--- config.mk ---
export PLATFORM = sky130hd
export DESIGN_NAME = pdwc_power_down_ctrl
export DESIGN_NICKNAME = d
export VERILOG_FILES = /design/src/include/pdwc_pkg.sv /design/src/include/pdwc_wake_if.sv /design/src/design/pdwc_wake_detect.sv /design/src/design/pdwc_power_down_ctrl.sv
export SDC_FILE = /design/constraint.sdc
export NUM_CORES = 1
export LEC_CHECK = 0
export BUFFER_PORTS_ARGS = -buffer_cell sky130_fd_sc_hd__buf_2
export CAP_MARGIN = 5
export CORE_ASPECT_RATIO = 0.6
export CORE_UTILIZATION = 45
export CTS_CLUSTER_SIZE = 16
export DETAILED_ROUTE_END_ITERATION = 8
export PLACE_DENSITY = 0.78
export SYNTH_ARGS = -nofsm -noshare
export SYNTH_HDL_FRONTEND = slang
export SYNTH_SLANG_ARGS = --single-unit
--- constraint.sdc ---
create_clock -name clk_sys -period 3.25 [get_ports clk_sys]
set_clock_uncertainty 0.2 [all_clocks]
set_input_delay 0.325 -clock clk_sys [delete_from_list [all_inputs] [get_ports clk_sys]]
set_output_delay 0.325 -clock clk_sys [all_outputs]
set_load 0.005 [all_outputs]
--- src/include/pdwc_pkg.sv ---
// How it works
// - Configuration bit at one selects interruptible mode: pins govern entry and exit.
// - Interruptible entry needs every enabled fast interrupt pin at its inactive level.
// - Per-pin two-bit edge select; 00 disables the pin for entry and exit.
// - Select 01: rising edge, enter while low, wake while high.
// - Select 10: falling edge, enter while high, wake while low.
// - Select 11: any edge, never blocks entry, wake on any level change.
// - In power-down the clocks are frozen, oscillator and PLL stopped.
// - Interruptible mode exits on the reset pin or an enabled pin assertion.
// - While powered down the pins act as level-sensitive wake inputs.
// - Pin wake works regardless of that pin's interrupt enable bit.
// - Wake restarts oscillator and PLL, pulls delay pin down, resumes below threshold.
// - Waking pin with enabled interrupt gets its service routine after wake.
// - Waking pin with disabled interrupt leaves its request flag set for software.
// - The instruction after the power-down instruction runs before the service call.
// - Configuration bit zero: enter only with NMI low, leave only by hardware reset.
// - The system configuration register locks after the end-of-init instruction.
// - No entry while bus busy or while an enabled ready went unseen.
`default_nettype none
package pdwc_pkg;
    localparam int PDWC_PINS = 8;
    localparam logic [15:0] PDWC_EDGE_SEL_ADDR = 16'hF1C0;
    localparam logic [15:0] PDWC_EDGE_SEL_RESET = 16'h0000;
    localparam logic [15:0] PDWC_SYSCFG_RESET = 16'h0000;
    localparam int PDWC_CFG_BIT_POS = 5;
    localparam logic [1:0] PDWC_SEL_OFF = 2'h0;
    localparam logic [1:0] PDWC_SEL_RISE = 2'h1;
    localparam logic [1:0] PDWC_SEL_FALL = 2'h2;
    localparam logic [1:0] PDWC_SEL_ANY = 2'h3;
    localparam int PDWC_CLK_MHZ = 200;
    localparam int PDWC_WAKE_MIN_NS = 40;
    // Cycles a wake level must be seen; rounded down so a minimum pulse still wakes
    localparam int PDWC_WAKE_CYCLES = (PDWC_WAKE_MIN_NS * PDWC_CLK_MHZ) / 1000;
    typedef enum logic [1:0] {PDWC_RUN, PDWC_DOWN, PDWC_DELAY} pdwc_state_type;
endpackage
`default_nettype wire

--- src/include/pdwc_wake_if.sv ---
`timescale 1ns/1ps
`default_nettype none
interface pdwc_wake_if;
    logic [15:0] edge_sel;
    logic [7:0] pins;
    logic [7:0] ref_level;
    logic [7:0] inactive;
    logic [7:0] wake;
    modport ctrl (output edge_sel, output pins, output ref_level, input inactive, input wake);
    modport det (input edge_sel, input pins, input ref_level, output inactive, output wake);
endinterface
`default_nettype wire

--- src/design/pdwc_wake_detect.sv ---
`timescale 1ns/1ps
`default_nettype none
module pdwc_wake_detect (
    pdwc_wake_if.det w
);
    import pdwc_pkg::*;
    genvar i;
    generate
        for (i = 0; i < PDWC_PINS; i++) begin : g_pin
            logic [1:0] sel;
            assign sel = w.edge_sel[2*i+1:2*i];
            // Entry permission per pin: off and any-edge never block
            assign w.inactive[i] = (sel == PDWC_SEL_OFF) ||
                (sel == PDWC_SEL_ANY) ||
                ((sel == PDWC_SEL_RISE) && !w.pins[i]) ||
                ((sel == PDWC_SEL_FALL) && w.pins[i]);
            // Level-sensitive wake request, enable bit not consulted
            assign w.wake[i] =
                ((sel == PDWC_SEL_RISE) && w.pins[i]) ||
                ((sel == PDWC_SEL_FALL) && !w.pins[i]) ||
                ((sel == PDWC_SEL_ANY) && (w.pins[i] != w.ref_level[i]));
        end
    endgenerate
endmodule
`default_nettype wire

--- src/design/pdwc_power_down_ctrl.sv ---
`timescale 1ns/1ps
`default_nettype none
module pdwc_power_down_ctrl (
    input wire logic clk_sys,
    input wire logic rst,
    input wire logic clk_en,
    input wire logic reg_wr,
    input wire logic [15:0] reg_addr,
    input wire logic [15:0] reg_wdata,
    output logic [15:0] reg_rdata,
    input wire logic syscfg_wr,
    input wire logic [15:0] syscfg_wdata,
    output logic [15:0] system_config_reg,
    input wire logic end_init_instruction,
    input wire logic power_down_instruction,
    input wire logic nmi_n,
    input wire logic bus_idle,
    input wire logic ready_enabled,
    input wire logic ready_seen,
    input wire logic [pdwc_pkg::PDWC_PINS-1:0] fast_ext_irq_pin,
    input wire logic [pdwc_pkg::PDWC_PINS-1:0] irq_enable_bit,
    input wire logic reset_input_pin_n,
    input wire logic wake_delay_done,
    output logic clk_gate_en,
    output logic osc_pll_run,
    output logic wake_delay_pulldown,
    output logic powered_down,
    output logic [pdwc_pkg::PDWC_PINS-1:0] irq_request_set,
    output logic [pdwc_pkg::PDWC_PINS-1:0] irq_service_req
);
    import pdwc_pkg::*;

    pdwc_wake_if w ();
    pdwc_wake_detect u_det (
        .w(w)
    );

    logic [15:0] ext_irq_edge_select;
    logic init_done;
    logic [7:0] ref_level;
    logic [7:0] pin_held;
    logic [7:0] wake_seen;
    logic [7:0] hold_cnt [PDWC_PINS];
    pdwc_state_type state;
    logic power_down_cfg_flag;
    logic entry_ok;
    logic pin_wake;

    assign power_down_cfg_flag = system_config_reg[PDWC_CFG_BIT_POS];
    assign w.edge_sel = ext_irq_edge_select;
    assign w.pins = fast_ext_irq_pin;
    assign w.ref_level = ref_level;

    // ----------------------------------------
    // Registers
    // ----------------------------------------
    always_ff @(posedge clk_sys) begin
        if (rst) begin
            ext_irq_edge_select <= PDWC_EDGE_SEL_RESET;
        end else if (clk_en && reg_wr && reg_addr == PDWC_EDGE_SEL_ADDR) begin
            ext_irq_edge_select <= reg_wdata;
        end
    end

    always_ff @(posedge clk_sys) begin
        if (rst) begin
            system_config_reg <= PDWC_SYSCFG_RESET;
            init_done <= 1'b0;
        end else if (clk_en) begin
            if (syscfg_wr && !init_done) begin
                system_config_reg <= syscfg_wdata;
            end
            if (end_init_instruction) begin
                init_done <= 1'b1;
            end
        end
    end

    always_ff @(posedge clk_sys) begin
        if (rst) begin
            reg_rdata <= 16'h0000;
        end else if (clk_en) begin
            reg_rdata <= (reg_addr == PDWC_EDGE_SEL_ADDR) ? ext_irq_edge_select : 16'h0000;
        end
    end

    // ----------------------------------------
    // Entry decision
    // ----------------------------------------
    always_comb begin
        if (power_down_cfg_flag) begin
            entry_ok = &w.inactive;
        end else begin
            entry_ok = !nmi_n;
        end
        entry_ok = entry_ok && bus_idle && (!ready_enabled || ready_seen);
    end

    // ----------------------------------------
    // Pin wake qualification: pulse must last the minimum width
    // ----------------------------------------
    genvar i;
    generate
        for (i = 0; i < PDWC_PINS; i++) begin : g_hold
            always_ff @(posedge clk_sys) begin
                if (rst) begin
                    hold_cnt[i] <= 8'h00;
                end else if (clk_en) begin
                    if (state != PDWC_DOWN || !w.wake[i]) begin
                        hold_cnt[i] <= 8'h00;
                    end else if (hold_cnt[i] < 8'(PDWC_WAKE_CYCLES)) begin
                        hold_cnt[i] <= hold_cnt[i] + 8'h01;
                    end
                end
            end
            assign pin_held[i] = w.wake[i] &&
                (hold_cnt[i] >= 8'(PDWC_WAKE_CYCLES - 1));
        end
    endgenerate

    assign pin_wake = power_down_cfg_flag && (|pin_held);

    // ----------------------------------------
    // Power state
    // ----------------------------------------
    always_ff @(posedge clk_sys) begin
        if (rst) begin
            state <= PDWC_RUN;
            ref_level <= 8'h00;
            wake_seen <= 8'h00;
        end else if (clk_en) begin
            unique case (state)
                PDWC_RUN: begin
                    if (power_down_instruction && entry_ok) begin
                        state <= PDWC_DOWN;
                        ref_level <= fast_ext_irq_pin;
                        wake_seen <= 8'h00;
                    end
                end
                PDWC_DOWN: begin
                    if (!reset_input_pin_n) begin
                        state <= PDWC_DELAY;
                    end else if (pin_wake) begin
                        state <= PDWC_DELAY;
                        wake_seen <= pin_held;
                    end
                end
                PDWC_DELAY: begin
                    if (wake_delay_done) begin
                        state <= PDWC_RUN;
                    end
                end
            endcase
        end
    end

    assign clk_gate_en = (state == PDWC_RUN);
    assign osc_pll_run = (state != PDWC_DOWN);
    assign wake_delay_pulldown = (state == PDWC_DELAY);
    assign powered_down = (state != PDWC_RUN);

    // ----------------------------------------
    // Wake hand-off to interrupt logic
    // ----------------------------------------
    always_ff @(posedge clk_sys) begin
        if (rst) begin
            irq_request_set <= 8'h00;
            irq_service_req <= 8'h00;
        end else if (clk_en) begin
            irq_request_set <= 8'h00;
            irq_service_req <= 8'h00;
            if (state == PDWC_DELAY && wake_delay_done) begin
                irq_request_set <= wake_seen;
                irq_service_req <= wake_seen & irq_enable_bit;
            end
        end
    end
endmodule
`default_nettype wire

# Word-level counts from Yosys, hierarchy flattened
# Memory sizes are Yosys's and may differ from the RTL's.
# Index checks and enable logic that the tools add are counted.
[totals] reg_bits=83 mem_bits_rw=64 inputBits=77 out_inout_bits=52 wordCells=337 mem_count=1
[mem_list] memory="hold_cnt" depth=8 width=8 rd=8 rd_ports_with_merged_regs=0 write_ports=8 line="pdwc_power_down_ctrl.sv:43" source="logic [7:0] hold_cnt [PDWC_PINS];"
[classes] n_addsub=8 order_cmp=16 n_eq_ne=41 mux=103 bitwise_logic=17 reduce_logical=142
[ops] op="2-to-1 mux 8 bit" n=21
[ops] op="2-to-1 mux 1 bit" n=75
[ops] op="adder 8 x 1 -> 8 bit (second input constant)" n=8
[ops] op="greater-or-equal comparator 8 x 3 -> 1 bit (second input constant)" n=8
[ops] op="less-than comparator 8 x 4 -> 1 bit (second input constant)" n=8
[ops] op="logical AND 1 bit" n=56
[ops] op="logical OR 1 bit" n=49
[ops] op="equality test 2 bit (second input constant)" n=17
[ops] op="zero test 1 bit" n=19
[ops] op="equality test 2 x 1 -> 1 bit (second input constant)" n=9
[ops] op="zero test 2 bit" n=9
[ops] op="equality test 16 bit (second input constant)" n=1
[ops] op="2-to-1 mux 16 bit" n=1
[ops] op="OR 1 bit" n=16
[ops] op="one-hot mux 8 bit (2 select lines)" n=1
[ops] op="bitwise AND 8 bit" n=1
[ops] op="2-to-1 mux 2 bit" n=4
[ops] op="inequality test 1 bit" n=8
[ops] op="AND reduction 8 bit" n=1
[ops] op="OR reduction 8 bit" n=1
[ops] op="inequality test 2 bit (second input constant)" n=3
[ops] op="one-hot mux 2 bit (3 select lines)" n=1
[ops] op="AND reduction 5 bit" n=1
[ops] op="inequality test 2 x 1 -> 1 bit (second input constant)" n=2
[ops] op="other kinds (5)" n=7

# Logic depth before layout (Yosys ltp)
# Gate-level depths: netlist (run 1).
[logic_depth] ltp_word=12 depth_mapped=9 depth_no_buf=8

# Cells and area by module
# A second synthesis (run 1) with hierarchy kept.
[hier_totals] cells_unflattened=641 area_unflattened_um2=6585.1
[modules_own_cells] module="pdwc_power_down_ctrl" instances=1 cells_per_inst=545 area_per_inst_um2=5914.4 seq_area_each_um2=3583.4
[modules_own_cells] module="pdwc_wake_detect" instances=1 cells_per_inst=96 area_per_inst_um2=670.6 seq_area_each_um2=0.0

# Worst setup path before layout (run 1)
# No wires, ideal clock.
[synth_timing] kind="register -> register" from="reg ext_irq_edge_select[4]" to="reg wake_seen[0]" setup_ns=0.088 t_arrival_ns=2.236 slack_ns=0.726 stages_incl_launch_ff=9 n_path_buf=1 cell_sequence="dfxtp_1 > inv_1 > ha_1 > o22ai_1 > or4_4 > a2bb2oi_2 > or4_4 > buf_6 > o32ai_2"
[synth_via] elab_chain_cells=11 word_cells_on_any_way=25 cone_classes="eq/ne: 5; mux: 1; reduce/logical: 19"
[synth_rtl] item="start: declaration" line="pdwc_power_down_ctrl.sv:38" source="logic [15:0] ext_irq_edge_select;"
[synth_rtl] item="start signal: assignment" line="pdwc_power_down_ctrl.sv:61" source="ext_irq_edge_select <= reg_wdata;"
[synth_rtl] item="equality test 2 bit (tied with other cells)" line="pdwc_wake_detect.sv:14, pdwc_wake_detect.sv:21"
[synth_rtl] item="logical OR 1 bit / logical AND 1 bit (equally long branches)" line="pdwc_wake_detect.sv:13, pdwc_wake_detect.sv:15"
[synth_rtl] item="logical OR 1 bit" line="pdwc_wake_detect.sv:14" source="(sel == PDWC_SEL_ANY) ||"
[synth_rtl] item="logical OR 1 bit" line="pdwc_wake_detect.sv:15" source="((sel == PDWC_SEL_RISE) && !w.pins[i]) ||"
[synth_rtl] item="AND reduction 8 bit" line="pdwc_power_down_ctrl.sv:92" source="entry_ok = &w.inactive;"
[synth_rtl] item="2-to-1 mux 1 bit" line="pdwc_power_down_ctrl.sv:91" source="if (power_down_cfg_flag) begin"
[synth_rtl] item="logical AND 1 bit (2 in series)" line="pdwc_power_down_ctrl.sv:96" source="entry_ok = entry_ok && bus_idle && (!ready_enabled || ready_seen);"
[synth_rtl] item="logical AND 1 bit" line="pdwc_power_down_ctrl.sv:134" source="if (power_down_instruction && entry_ok) begin"
[synth_rtl] item="inequality test 2 x 1 -> 1 bit (no source line)"
[synth_rtl] item="AND reduction 5 bit (no source line) *"
[synth_rtl] item="end signal: assignment" line="pdwc_power_down_ctrl.sv:145" source="wake_seen <= pin_held;"
[synth_rtl] item="end: declaration" line="pdwc_power_down_ctrl.sv:42" source="logic [7:0] wake_seen;"
# Mark *: on every way between the ends. The rest lies on a longest branch, timed or not.
# A chain may end at the register's enable or synchronous reset.

# Worst setup path after layout (run 1)
[layout_timing] from="reg ext_irq_edge_select[14]" to="reg state[0]"
[layout_via] elab_chain_cells=11 word_cells_on_any_way=25 cone_classes="eq/ne: 5; mux: 1; reduce/logical: 19"
[layout_rtl] item="equality test 2 bit (tied with other cells)" line="pdwc_wake_detect.sv:14, pdwc_wake_detect.sv:21"
[layout_rtl] item="logical OR 1 bit / logical AND 1 bit (equally long branches)" line="pdwc_wake_detect.sv:13, pdwc_wake_detect.sv:15"
[layout_rtl] item="logical OR 1 bit" line="pdwc_wake_detect.sv:14"
[layout_rtl] item="logical OR 1 bit" line="pdwc_wake_detect.sv:15"
[layout_rtl] item="AND reduction 8 bit" line="pdwc_power_down_ctrl.sv:92"
[layout_rtl] item="2-to-1 mux 1 bit" line="pdwc_power_down_ctrl.sv:91"
[layout_rtl] item="logical AND 1 bit (2 in series)" line="pdwc_power_down_ctrl.sv:96"
[layout_rtl] item="logical AND 1 bit" line="pdwc_power_down_ctrl.sv:134"
[layout_rtl] item="inequality test 2 x 1 -> 1 bit (no source line)"
[layout_rtl] item="AND reduction 4 bit (no source line) *"
[layout_rtl] item="end signal: assignment" line="pdwc_power_down_ctrl.sv:135" source="state <= PDWC_DOWN;"
[layout_rtl] item="end signal: assignment" line="pdwc_power_down_ctrl.sv:142" source="state <= PDWC_DELAY;"
[layout_rtl] item="end signal: assignment" line="pdwc_power_down_ctrl.sv:144" source="state <= PDWC_DELAY;"
[layout_rtl] item="end: declaration" line="pdwc_power_down_ctrl.sv:44" source="pdwc_state_type state;"
# Marks and branches as above.

==> results.txt, run 1 <==
----------------------------------------------------
[Drt]
  Post-Route WL ... about 16000 um
  Vias after detailed routing ... around 5500
  Final antenna-violating net count ... 0
  Avg WL per Cell ... between 15 and 20 um
  DRC marker count from the first detailed-route iteration ... 440
  Avg Vias per Cell ... 5.19
  Detailed-router iteration count before antenna repair ... 5
  Number of remaining DRC errors ... 0

[Synth]
  Post-synth EDFFs ... 64
  Fraction of synthesis flops using an asynchronous set or reset pin ... 0
  Dominant cell type by area after synthesis ... sky130_fd_sc_hd__edfxtp_1
  Seq cells post-synth ... 147
  Count of distinct cell types in the synthesized netlist ... 49
  Portion of the post-synthesis area used by sequential elements ... 0.543
  Largest cells by area after synthesis ... sky130_fd_sc_hd__edfxtp_1 (29%), sky130_fd_sc_hd__dfxtp_1 (25%), sky130_fd_sc_hd__ha_1 (6.6%), sky130_fd_sc_hd__nand2_1 (5.4%), sky130_fd_sc_hd__nor2_1 (4.4%)
  Mean area per synthesized cell ... around 10 um^2
  Number of synthesis warnings ... 0
  Share of the synthesized area in the top cell type ... 0.291
  Most instantiated flip-flop cell in the synthesis netlist ... sky130_fd_sc_hd__dfxtp_1
  Gate Count Post-Synth ... around 660
  Post-Synthesis Cell Area ... around 6600 um^2

[Worst setup path]
  Endpoint type of the worst setup path ... flip-flop
  Startpoint-to-endpoint class of the critical path ... reg -> reg
  CP Launch Type ... flip-flop
  Arrival time of the worst setup path ... ~2.9 ns
  Max FO, Critical Path ... 5
  Data required time of the worst path ... between 3 and 4 ns

[Power and ir drop]
  Total power draw ... 0.00420 W
  Share of total power in the clock network ... 0.434
  Switching share of power ... 0.252
  Peak VDD IR ... about 0.43 mV
  Combinational Power Share ... 0.084
  Internal Pwr Total ... 0.00314 W
  Sequential fraction of design power ... 0.483
  Leakage dissipation ... ~3.5 nW
  PwrDens ... approximately 500 nW/um^2
  Total net switching power ... 0.00106 W

[Finish]
  Area Overhead vs Synth ... 29.8%
  Most common library cell in the layout ignoring fill and taps ... sky130_fd_sc_hd__buf_2
  Net count reported at finish ... roughly 980
  Top library cells by usage in the layout, fill and taps aside ... sky130_fd_sc_hd__buf_2 (127), sky130_fd_sc_hd__nand2_1 (95), sky130_fd_sc_hd__dfxtp_1 (83)
  Flip-flop count of the largest register, all copies and words added ... 64
  Register bank with the most flops ... hold_cnt
  Proportion of layout cells with a drive suffix above 1 ... 0.213
  Fillcell total ... 1155

[GRT]
  Number of global-route vias before repair ... 5209
  Total congestion overflow ... 0
  Maximum number of pins on one net before global-route repair ... between 70 and 80
  Overall routing resource usage ... 0.222
  First-pass GRT wire length ... roughly 25000 um
  Number of antenna violations at the first check in global routing ... 0

[Clocking]
  TritonCTS clock tree ... built
  Clock sinks ... between 100 and 150
  Clock Tree Root ... sky130_fd_sc_hd__clkbuf_16
  H-tree level count ... 4
  Clock buffer depth ... 2
  Clock transition at the registers of the reported paths ... ~0.070 ns
  Clock insertion delay at the later pin of the skew report ... 0.42 ns
  Cts bufs inserted ... 17

[Placed design]
  Routability cong. ... ~0.8
  Port-buffer cells ... 128
  Placed wire-length estimate ... 11200 um

[Run]
  Reported max-cap violation count ... 0

[STA]
  Transition time of the tightest slew-check pin ... roughly 0.80 ns
  Slew Limit Fails ... 0
  Achievable clock frequency ... 0.362 GHz
  Share of the clock period used by the worst path after layout ... 0.851
  Number of hold violations in the final report ... 0
  Final TNS setup ... 0 ns
  Crit path time final ... roughly 2.8 ns
  Final setup violation count ... 0
  Unrepaired setup endpoints after global routing ... no
  Max_slew headroom ... 0.466

[Run status]
  Result of the run ... finished, final reports clean

[Worst hold path]
  Hold/Removal Path Class ... in -> reg

[Floorplanning]
  Die Wd ... ~160 um
  Starting Density ... 0.472
  I/O pins ... 129
  Core ar. ... about 14000 um^2
  Die Span Y ... around 96 um
  Area of the die ... around 15000 um^2
  Number of standard-cell rows in the floorplan ... 33

----------------------------------------------------
==> path summary, 6_finish.rpt <==
kind,startpoint,endpoint,slack [ns],cells past startpoint
worst max register to register,ext_irq_edge_select[14],state[0],0.48,9
worst min register to register,system_config_reg[1],system_config_reg[1],0.25,2
worst max-delay path,ext_irq_edge_select[14],state[0],0.48,9
worst min-delay path,fast_ext_irq_pin[6],ref_level[6],0.01,3
==> metrics by stage <==
stage / instances / hold slack [ns] / worst slack [ns] / util / instance area (um^2)
finish: 1069 / 0.00952 / 0.484 / 0.613 / 8560
global route: 1068 / 0.0301 / 0.244 / 0.613 / 8560
detailed placement: 990 / 0.245 / 0.515 / 0.541 / 7550
floorplan: 687 / 0.251 / 0.726 / - / 6710
CTS: 1068 / 0.000658 / 0.507 / 0.613 / 8560
global placement: 990 / 0.238 / 0.565 / 0.541 / 7550
==> power groups by stage <==
stage          registers, W  clock network, W  logic (W)
2_1_floorplan       0.00206                 0   0.000177
3_3_place_gp        0.00206                 0   0.000296
3_5_place_dp        0.00207                 0   0.000299
4_1_cts             0.00203           0.00184   0.000344
5_1_grt             0.00203           0.00193   0.000386
6_report            0.00203           0.00182   0.000351
==> cells by family after synthesis <==
| logic type | synth area share |
|---|---|
| other cells | 0.000569 |
| buf+inv | 0.0387 |
| flops | 0.543 |
| simple gates | 0.169 |
| fa+ha+maj | 0.0664 |
| xor+xnor | 0.0213 |
| compound gates | 0.146 |
| mux | 0.0154 |
==> final cells by class <==
| cell class | count | area, um^2 | share of cell area |
|---|---|---|---|
| diodes | 1 | 2.50 | 0.000292 |
| repair buffers | 183 | 1170 | 0.137 |
| flip-flops and latches | 147 | 3580 | 0.419 |
| clock buffers | 18 | 429 | 0.0501 |
| well taps | 192 | 240 | 0.0281 |
| multi-input cells | 475 | 2870 | 0.335 |
| inverters | 39 | 146 | 0.0171 |
| clock inverters | 14 | 116 | 0.0136 |
==> worst max-delay path, cell delays in order, from the launching register on <==
cell                       delay [ns]
sky130_fd_sc_hd__dfxtp_1         0.40
sky130_fd_sc_hd__inv_1           0.06
sky130_fd_sc_hd__ha_1            0.21
sky130_fd_sc_hd__a211oi_1        0.26
sky130_fd_sc_hd__a31oi_1         0.07
sky130_fd_sc_hd__buf_4           0.16
sky130_fd_sc_hd__a22o_1          0.22
sky130_fd_sc_hd__o41ai_2         0.52
sky130_fd_sc_hd__a311oi_1        0.18
sky130_fd_sc_hd__mux2_1          0.35
==> layer usage <==
layer	part of all wire	GRT usage	wire length, um	up-vias
met5	0	0	0	-
met4	0.0076	0.0713	125	0
met3	0.073	0.0572	1210	14
met2	0.46	0.349	7500	228
met1	0.46	0.301	7650	2596
li1	-	-	-	2709
==> synth_stat cells, types with 2 or more instances <==
library cell               instances
sky130_fd_sc_hd__a32oi_1           8
sky130_fd_sc_hd__nor3_1           10
sky130_fd_sc_hd__nand4_1           9
sky130_fd_sc_hd__o21ai_0           8
sky130_fd_sc_hd__o22ai_1           4
sky130_fd_sc_hd__edfxtp_1         64
sky130_fd_sc_hd__ha_1             35
sky130_fd_sc_hd__nand2b_1         15
sky130_fd_sc_hd__nand3_1          35
sky130_fd_sc_hd__inv_1            38
sky130_fd_sc_hd__mux2_2            5
sky130_fd_sc_hd__a22oi_1          24
sky130_fd_sc_hd__a31oi_1           8
sky130_fd_sc_hd__a211oi_1          9
sky130_fd_sc_hd__or4_4             2
sky130_fd_sc_hd__xnor2_1           8
sky130_fd_sc_hd__xor2_1            8
sky130_fd_sc_hd__a21oi_1          42
sky130_fd_sc_hd__mux2_1            4
sky130_fd_sc_hd__a21o_1            8
sky130_fd_sc_hd__dfxtp_1          83
sky130_fd_sc_hd__clkbuf_1         23
sky130_fd_sc_hd__a22o_1            4
sky130_fd_sc_hd__nor2_1           77
sky130_fd_sc_hd__nand2_1          95
sky130_fd_sc_hd__o32ai_2           7
==> repair_timing <==
action,in CTS,in global routing
hold buffers,46,0
setup endpoints to repair,0,0
endpoints found under the hold margin,46,0
buffers inserted,0,0
resized for setup,0,0
(Power assumes the default switching activity.)
==> run 2: changes to the inputs <==
- CORE_UTILIZATION: 45 -> 55
- MAX_ROUTING_LAYER: unset -> met4
- PLACE_DENSITY: 0.78 -> 0.91
- SYNTH_HIERARCHICAL: unset -> 1
==> run 2 against run 1 <==
Effect of this change:
- sequential cell count stayed put
- utilization rose by 12 points
- global-route usage grew 6.2 points
- first-iteration DRC count increased by 3.2%
- final cell count is 5.0% lower
- die area down 18%
- sequential share of layout area rose by 0.44 points
- sequential power about the same
- via count up 0.47%
- critical path depth is the same
- area after synthesis decreased by 0.13%
- synthesized cell count fell by 2.3%
- largest cell class unchanged
==> results.txt, run 2 <==
----------------------------------------------------
[Synth]
  Count of distinct cell types in the synthesized netlist ... 52 (+6.1%)
  Most instantiated flip-flop cell in the synthesis netlist ... sky130_fd_sc_hd__dfxtp_1
  Dominant cell type by area after synthesis ... sky130_fd_sc_hd__edfxtp_1
  Share of the synthesized area in the top cell type ... 0.292 (+0.000388)
  Gate Count Post-Synth ... 641 (-2.3%)
  Post-Synthesis Cell Area ... 6590 um^2 (-0.13%)
  Library cell with the highest instance count after synthesis ... sky130_fd_sc_hd__dfxtp_1
  Largest cells by area after synthesis ... sky130_fd_sc_hd__edfxtp_1 (29%), sky130_fd_sc_hd__dfxtp_1 (25%), sky130_fd_sc_hd__ha_1 (6.7%), sky130_fd_sc_hd__nor2_1 (4.7%), sky130_fd_sc_hd__nand2_1 (4.3%)
  Seq cells post-synth ... 147 (unchanged)
  Number of synthesis warnings ... 6 (+6)
  Post-synth EDFFs ... 64 (unchanged)
  List of most frequent post-synthesis cells ... sky130_fd_sc_hd__dfxtp_1 (83), sky130_fd_sc_hd__nor2_1 (82), sky130_fd_sc_hd__nand2_1 (75)
  Mean area per synthesized cell ... 10.3 um^2 (+2.2%)
  Portion of the post-synthesis area used by sequential elements ... 0.544 (+0.000723)
  Fraction of synthesis flops using an asynchronous set or reset pin ... 0 (unchanged)

[Placed design]
  Port-buffer cells ... 128 (unchanged)
  Routability cong. ... 0.843 (+2.9%)
  Placed wire-length estimate ... 10200 um (-9.2%)
  Placement Setup Slack ... 0.597 ns (+0.0821 ns)

[Worst setup path]
  Critical path's largest stage delay ... 0.56 ns (+0.04 ns)
  Startpoint of the most critical register-to-register path ... ext_irq_edge_select[2]
  CP max-delay cell ... sky130_fd_sc_hd__nor3_2
  Length in cells of the worst reg-to-reg path ... 9 (unchanged)
  Data required time of the worst path ... 3.34 ns (about the same)
  Startpoint-to-endpoint class of the critical path ... reg -> reg
  R2r endpoint ... ref_level[0]
  Worst setup slack for register-to-register paths ... 0.51 ns (+0.03 ns)
  Max FO, Critical Path ... 6 (+1)
  Endpoint type of the worst setup path ... flip-flop
  Cells traversed along the worst timing path ... ha_1 -> inv_1 -> o211ai_1 -> and4_1 -> a31oi_1 -> nor3_2 -> buf_4 -> mux2i_1 -> nor2_1
  Arrival time of the worst setup path ... 2.83 ns (-0.04 ns)
  CP Launch Type ... flip-flop

[Drt]
  Avg Vias per Cell ... 5.49 (+5.7%)
  Avg WL per Cell ... 16.2 um (+4.9%)
  Detailed-router iteration count before antenna repair ... 5 (unchanged)
  DRC marker count from the first detailed-route iteration ... 454 (+3.2%)
  Post-Route WL ... 16400 um (-0.25%)
  Vias after detailed routing ... 5573 (+0.47%)
  Final antenna-violating net count ... 0 (unchanged)
  Number of remaining DRC errors ... 0 (unchanged)

[Finish]
  FF/Latch Area ... 3580 um^2 (unchanged)
  Fillcell total ... 715 (-38%)
  Net count reported at finish ... 955 (-2.1%)
  Diode count ... 0 (-1)
  Multi-input gate area in the final layout ... 2830 um^2 (-1.6%)
  Area Overhead vs Synth ... 28.7%
  Register bank with the most flops ... hold_cnt
  Top library cells by usage in the layout, fill and taps aside ... sky130_fd_sc_hd__buf_2 (128), sky130_fd_sc_hd__dfxtp_1 (83), sky130_fd_sc_hd__nor2_1 (82)
  Proportion of layout cells with a drive suffix above 1 ... 0.232 (+0.0190)
  Most common library cell in the layout ignoring fill and taps ... sky130_fd_sc_hd__buf_2
  Flip-flop count of the largest register, all copies and words added ... 64 (unchanged)

[STA]
  Max_slew headroom ... 0.533 (+0.0662)
  Crit path time final ... 2.74 ns (-0.0264 ns)
  Smallest setup slack after layout ... 0.510 ns (+0.0264 ns)
  Unrepaired setup endpoints after global routing ... no
  Achievable clock frequency ... 0.365 GHz (+0.96%)
  Final setup violation count ... 0 (unchanged)
  Slew Limit Fails ... 0 (unchanged)
  Share of the clock period used by the worst path after layout ... 0.843 (-0.00811)
  Final TNS setup ... 0 ns (unchanged)
  Number of hold violations in the final report ... 0 (unchanged)
  Transition time of the tightest slew-check pin ... 0.701 ns (-0.0993 ns)

[Clocking]
  Clock sinks ... 147 (unchanged)
  Clock buffer depth ... 2 (unchanged)
  Post-CTS Repair Setup Buffers ... 0 (unchanged)
  Cts bufs inserted ... 17 (unchanged)
  Clock insertion delay at the later pin of the skew report ... 0.43 ns (about the same)
  Clock transition at the registers of the reported paths ... 0.06 ns (about the same)
  TritonCTS clock tree ... built
  H-tree level count ... 4 (unchanged)
  Clock Tree Root ... sky130_fd_sc_hd__clkbuf_16

[Power and ir drop]
  Switching share of power ... 0.240 (-0.0121)
  Combinational Power Share ... 0.076 (-0.008)
  Internal Pwr Total ... 0.00322 W (+2.4%)
  Leakage dissipation ... 3.50 nW (+0.42%)
  Sequential fraction of design power ... 0.480 (-0.003)
  Share of total power in the clock network ... 0.443 (+0.009)
  Total net switching power ... 0.00101 W (-4.1%)
  Peak VDD IR ... 0.385 mV (-9.8%)
  PwrDens ... 500 nW/um^2 (+1.8%)

[Floorplanning]
  I/O pins ... 129 (unchanged)
  Die Span Y ... 86.8 um (-9.4%)
  Number of standard-cell rows in the floorplan ... 30 (-9.1%)
  Core ar. ... 11500 um^2 (-18%)
  Starting Density ... 0.573 (+0.101)
  Area of the die ... 12400 um^2 (-18%)
  Die Wd ... 143 um (-9.5%)

[GRT]
  Number of antenna violations at the first check in global routing ... 0 (unchanged)
  Total congestion overflow ... 0 (unchanged)
  Overall routing resource usage ... 0.285 (+0.0623)
  Number of global-route vias before repair ... 5275 (+1.3%)
  First-pass GRT wire length ... 25900 um (+2.0%)
  Maximum number of pins on one net before global-route repair ... 36 (-53%)

[Worst hold path]
  Hold/Removal Path Class ... in -> reg
  Worst Hold End ... ref_level[4]
  Worst hold path stage count ... 3 (unchanged)
  Startpoint of the lowest-slack hold path ... fast_ext_irq_pin[4]

[Run]
  Reported max-cap violation count ... 0 (unchanged)

[Run status]
  Result of the run ... finished, final reports clean

----------------------------------------------------
[run 2: worst max path at each step]
stage / cells past startpoint / slack (ns) / from / endpoint
2_1_floorplan: 11 / 0.90 / ext_irq_edge_select[4] / wake_seen[5]
3_3_place_gp: 7 / 0.74 / clk_en / ext_irq_edge_select[4]
3_5_place_dp: 10 / 0.60 / ext_irq_edge_select[12] / ref_level[0]
4_1_cts: 10 / 0.54 / ext_irq_edge_select[2] / ref_level[0]
5_1_grt: 10 / 0.35 / ext_irq_edge_select[14] / ref_level[2]
6_report: 9 / 0.51 / ext_irq_edge_select[2] / ref_level[0]
[run 2: timing repair]
item	CTS	global route
hold buffers	42	0
gates resized for setup	0	0
hold endpoints to repair	42	0
[run 2: final cells by class]
cell class              count  share of cell area
inverters                  47              0.0211
clock inverters            12              0.0106
clock buffers              20              0.0566
multi-input cells         453               0.334
repair buffers            177               0.131
flip-flops and latches    147               0.423
well taps                 160              0.0236
[run 2: cell families after synthesis]
group,count (synthesis),synth area share
multiplexers,9,0.0139
XOR/XNOR,14,0.0186
adder cells (fa/ha/maj),35,0.0665
other,1,0.000569
AO/OA/AOI/OAI,138,0.150
AND/OR/NAND/NOR,225,0.161
buffers and inverters,72,0.0450
flip-flops,147,0.544
[run 2: through the flow]
step | hold slack [ns] | power [W] | cell area [um^2] | cells | utilization
floorplan | 0.251 | 0.00222 | 6700 | 672 | -
global placement | 0.240 | 0.00233 | 7480 | 942 | 0.651
detailed placement | 0.245 | 0.00234 | 7480 | 942 | 0.651
CTS | 0.0155 | 0.00424 | 8470 | 1016 | 0.738
global route | 0.0470 | 0.00437 | 8470 | 1016 | 0.738
finish | 0.0279 | 0.00423 | 8470 | 1016 | 0.738
[run 2: power groups by stage]
stage	clock network [W]	registers, W	logic, W
5_1_grt	0.00198	0.00204	0.000352
4_1_cts	0.00189	0.00203	0.000314
6_report	0.00188	0.00203	0.000323
2_1_floorplan	0	0.00206	0.000161
3_3_place_gp	0	0.00207	0.000266
3_5_place_dp	0	0.00207	0.000272
[run 2: metal layers]
metal  global-route usage  vias up  routed length, um
met5                    -        -                  0
met4                0.110        0                345
met3               0.0707       36               1350
met2                0.447      278               7680
met1                0.358     2619               7060
li1                     -     2640                  -
[run 2: critical path, delay by kind of cell, from the launching register on]
kind | cells | cell delay [ns]
simple gates | 3 | 0.87
flops | 1 | 0.40
buf+inv | 2 | 0.36
compound gates | 2 | 0.36
fa+ha+maj | 1 | 0.22
mux | 1 | 0.20
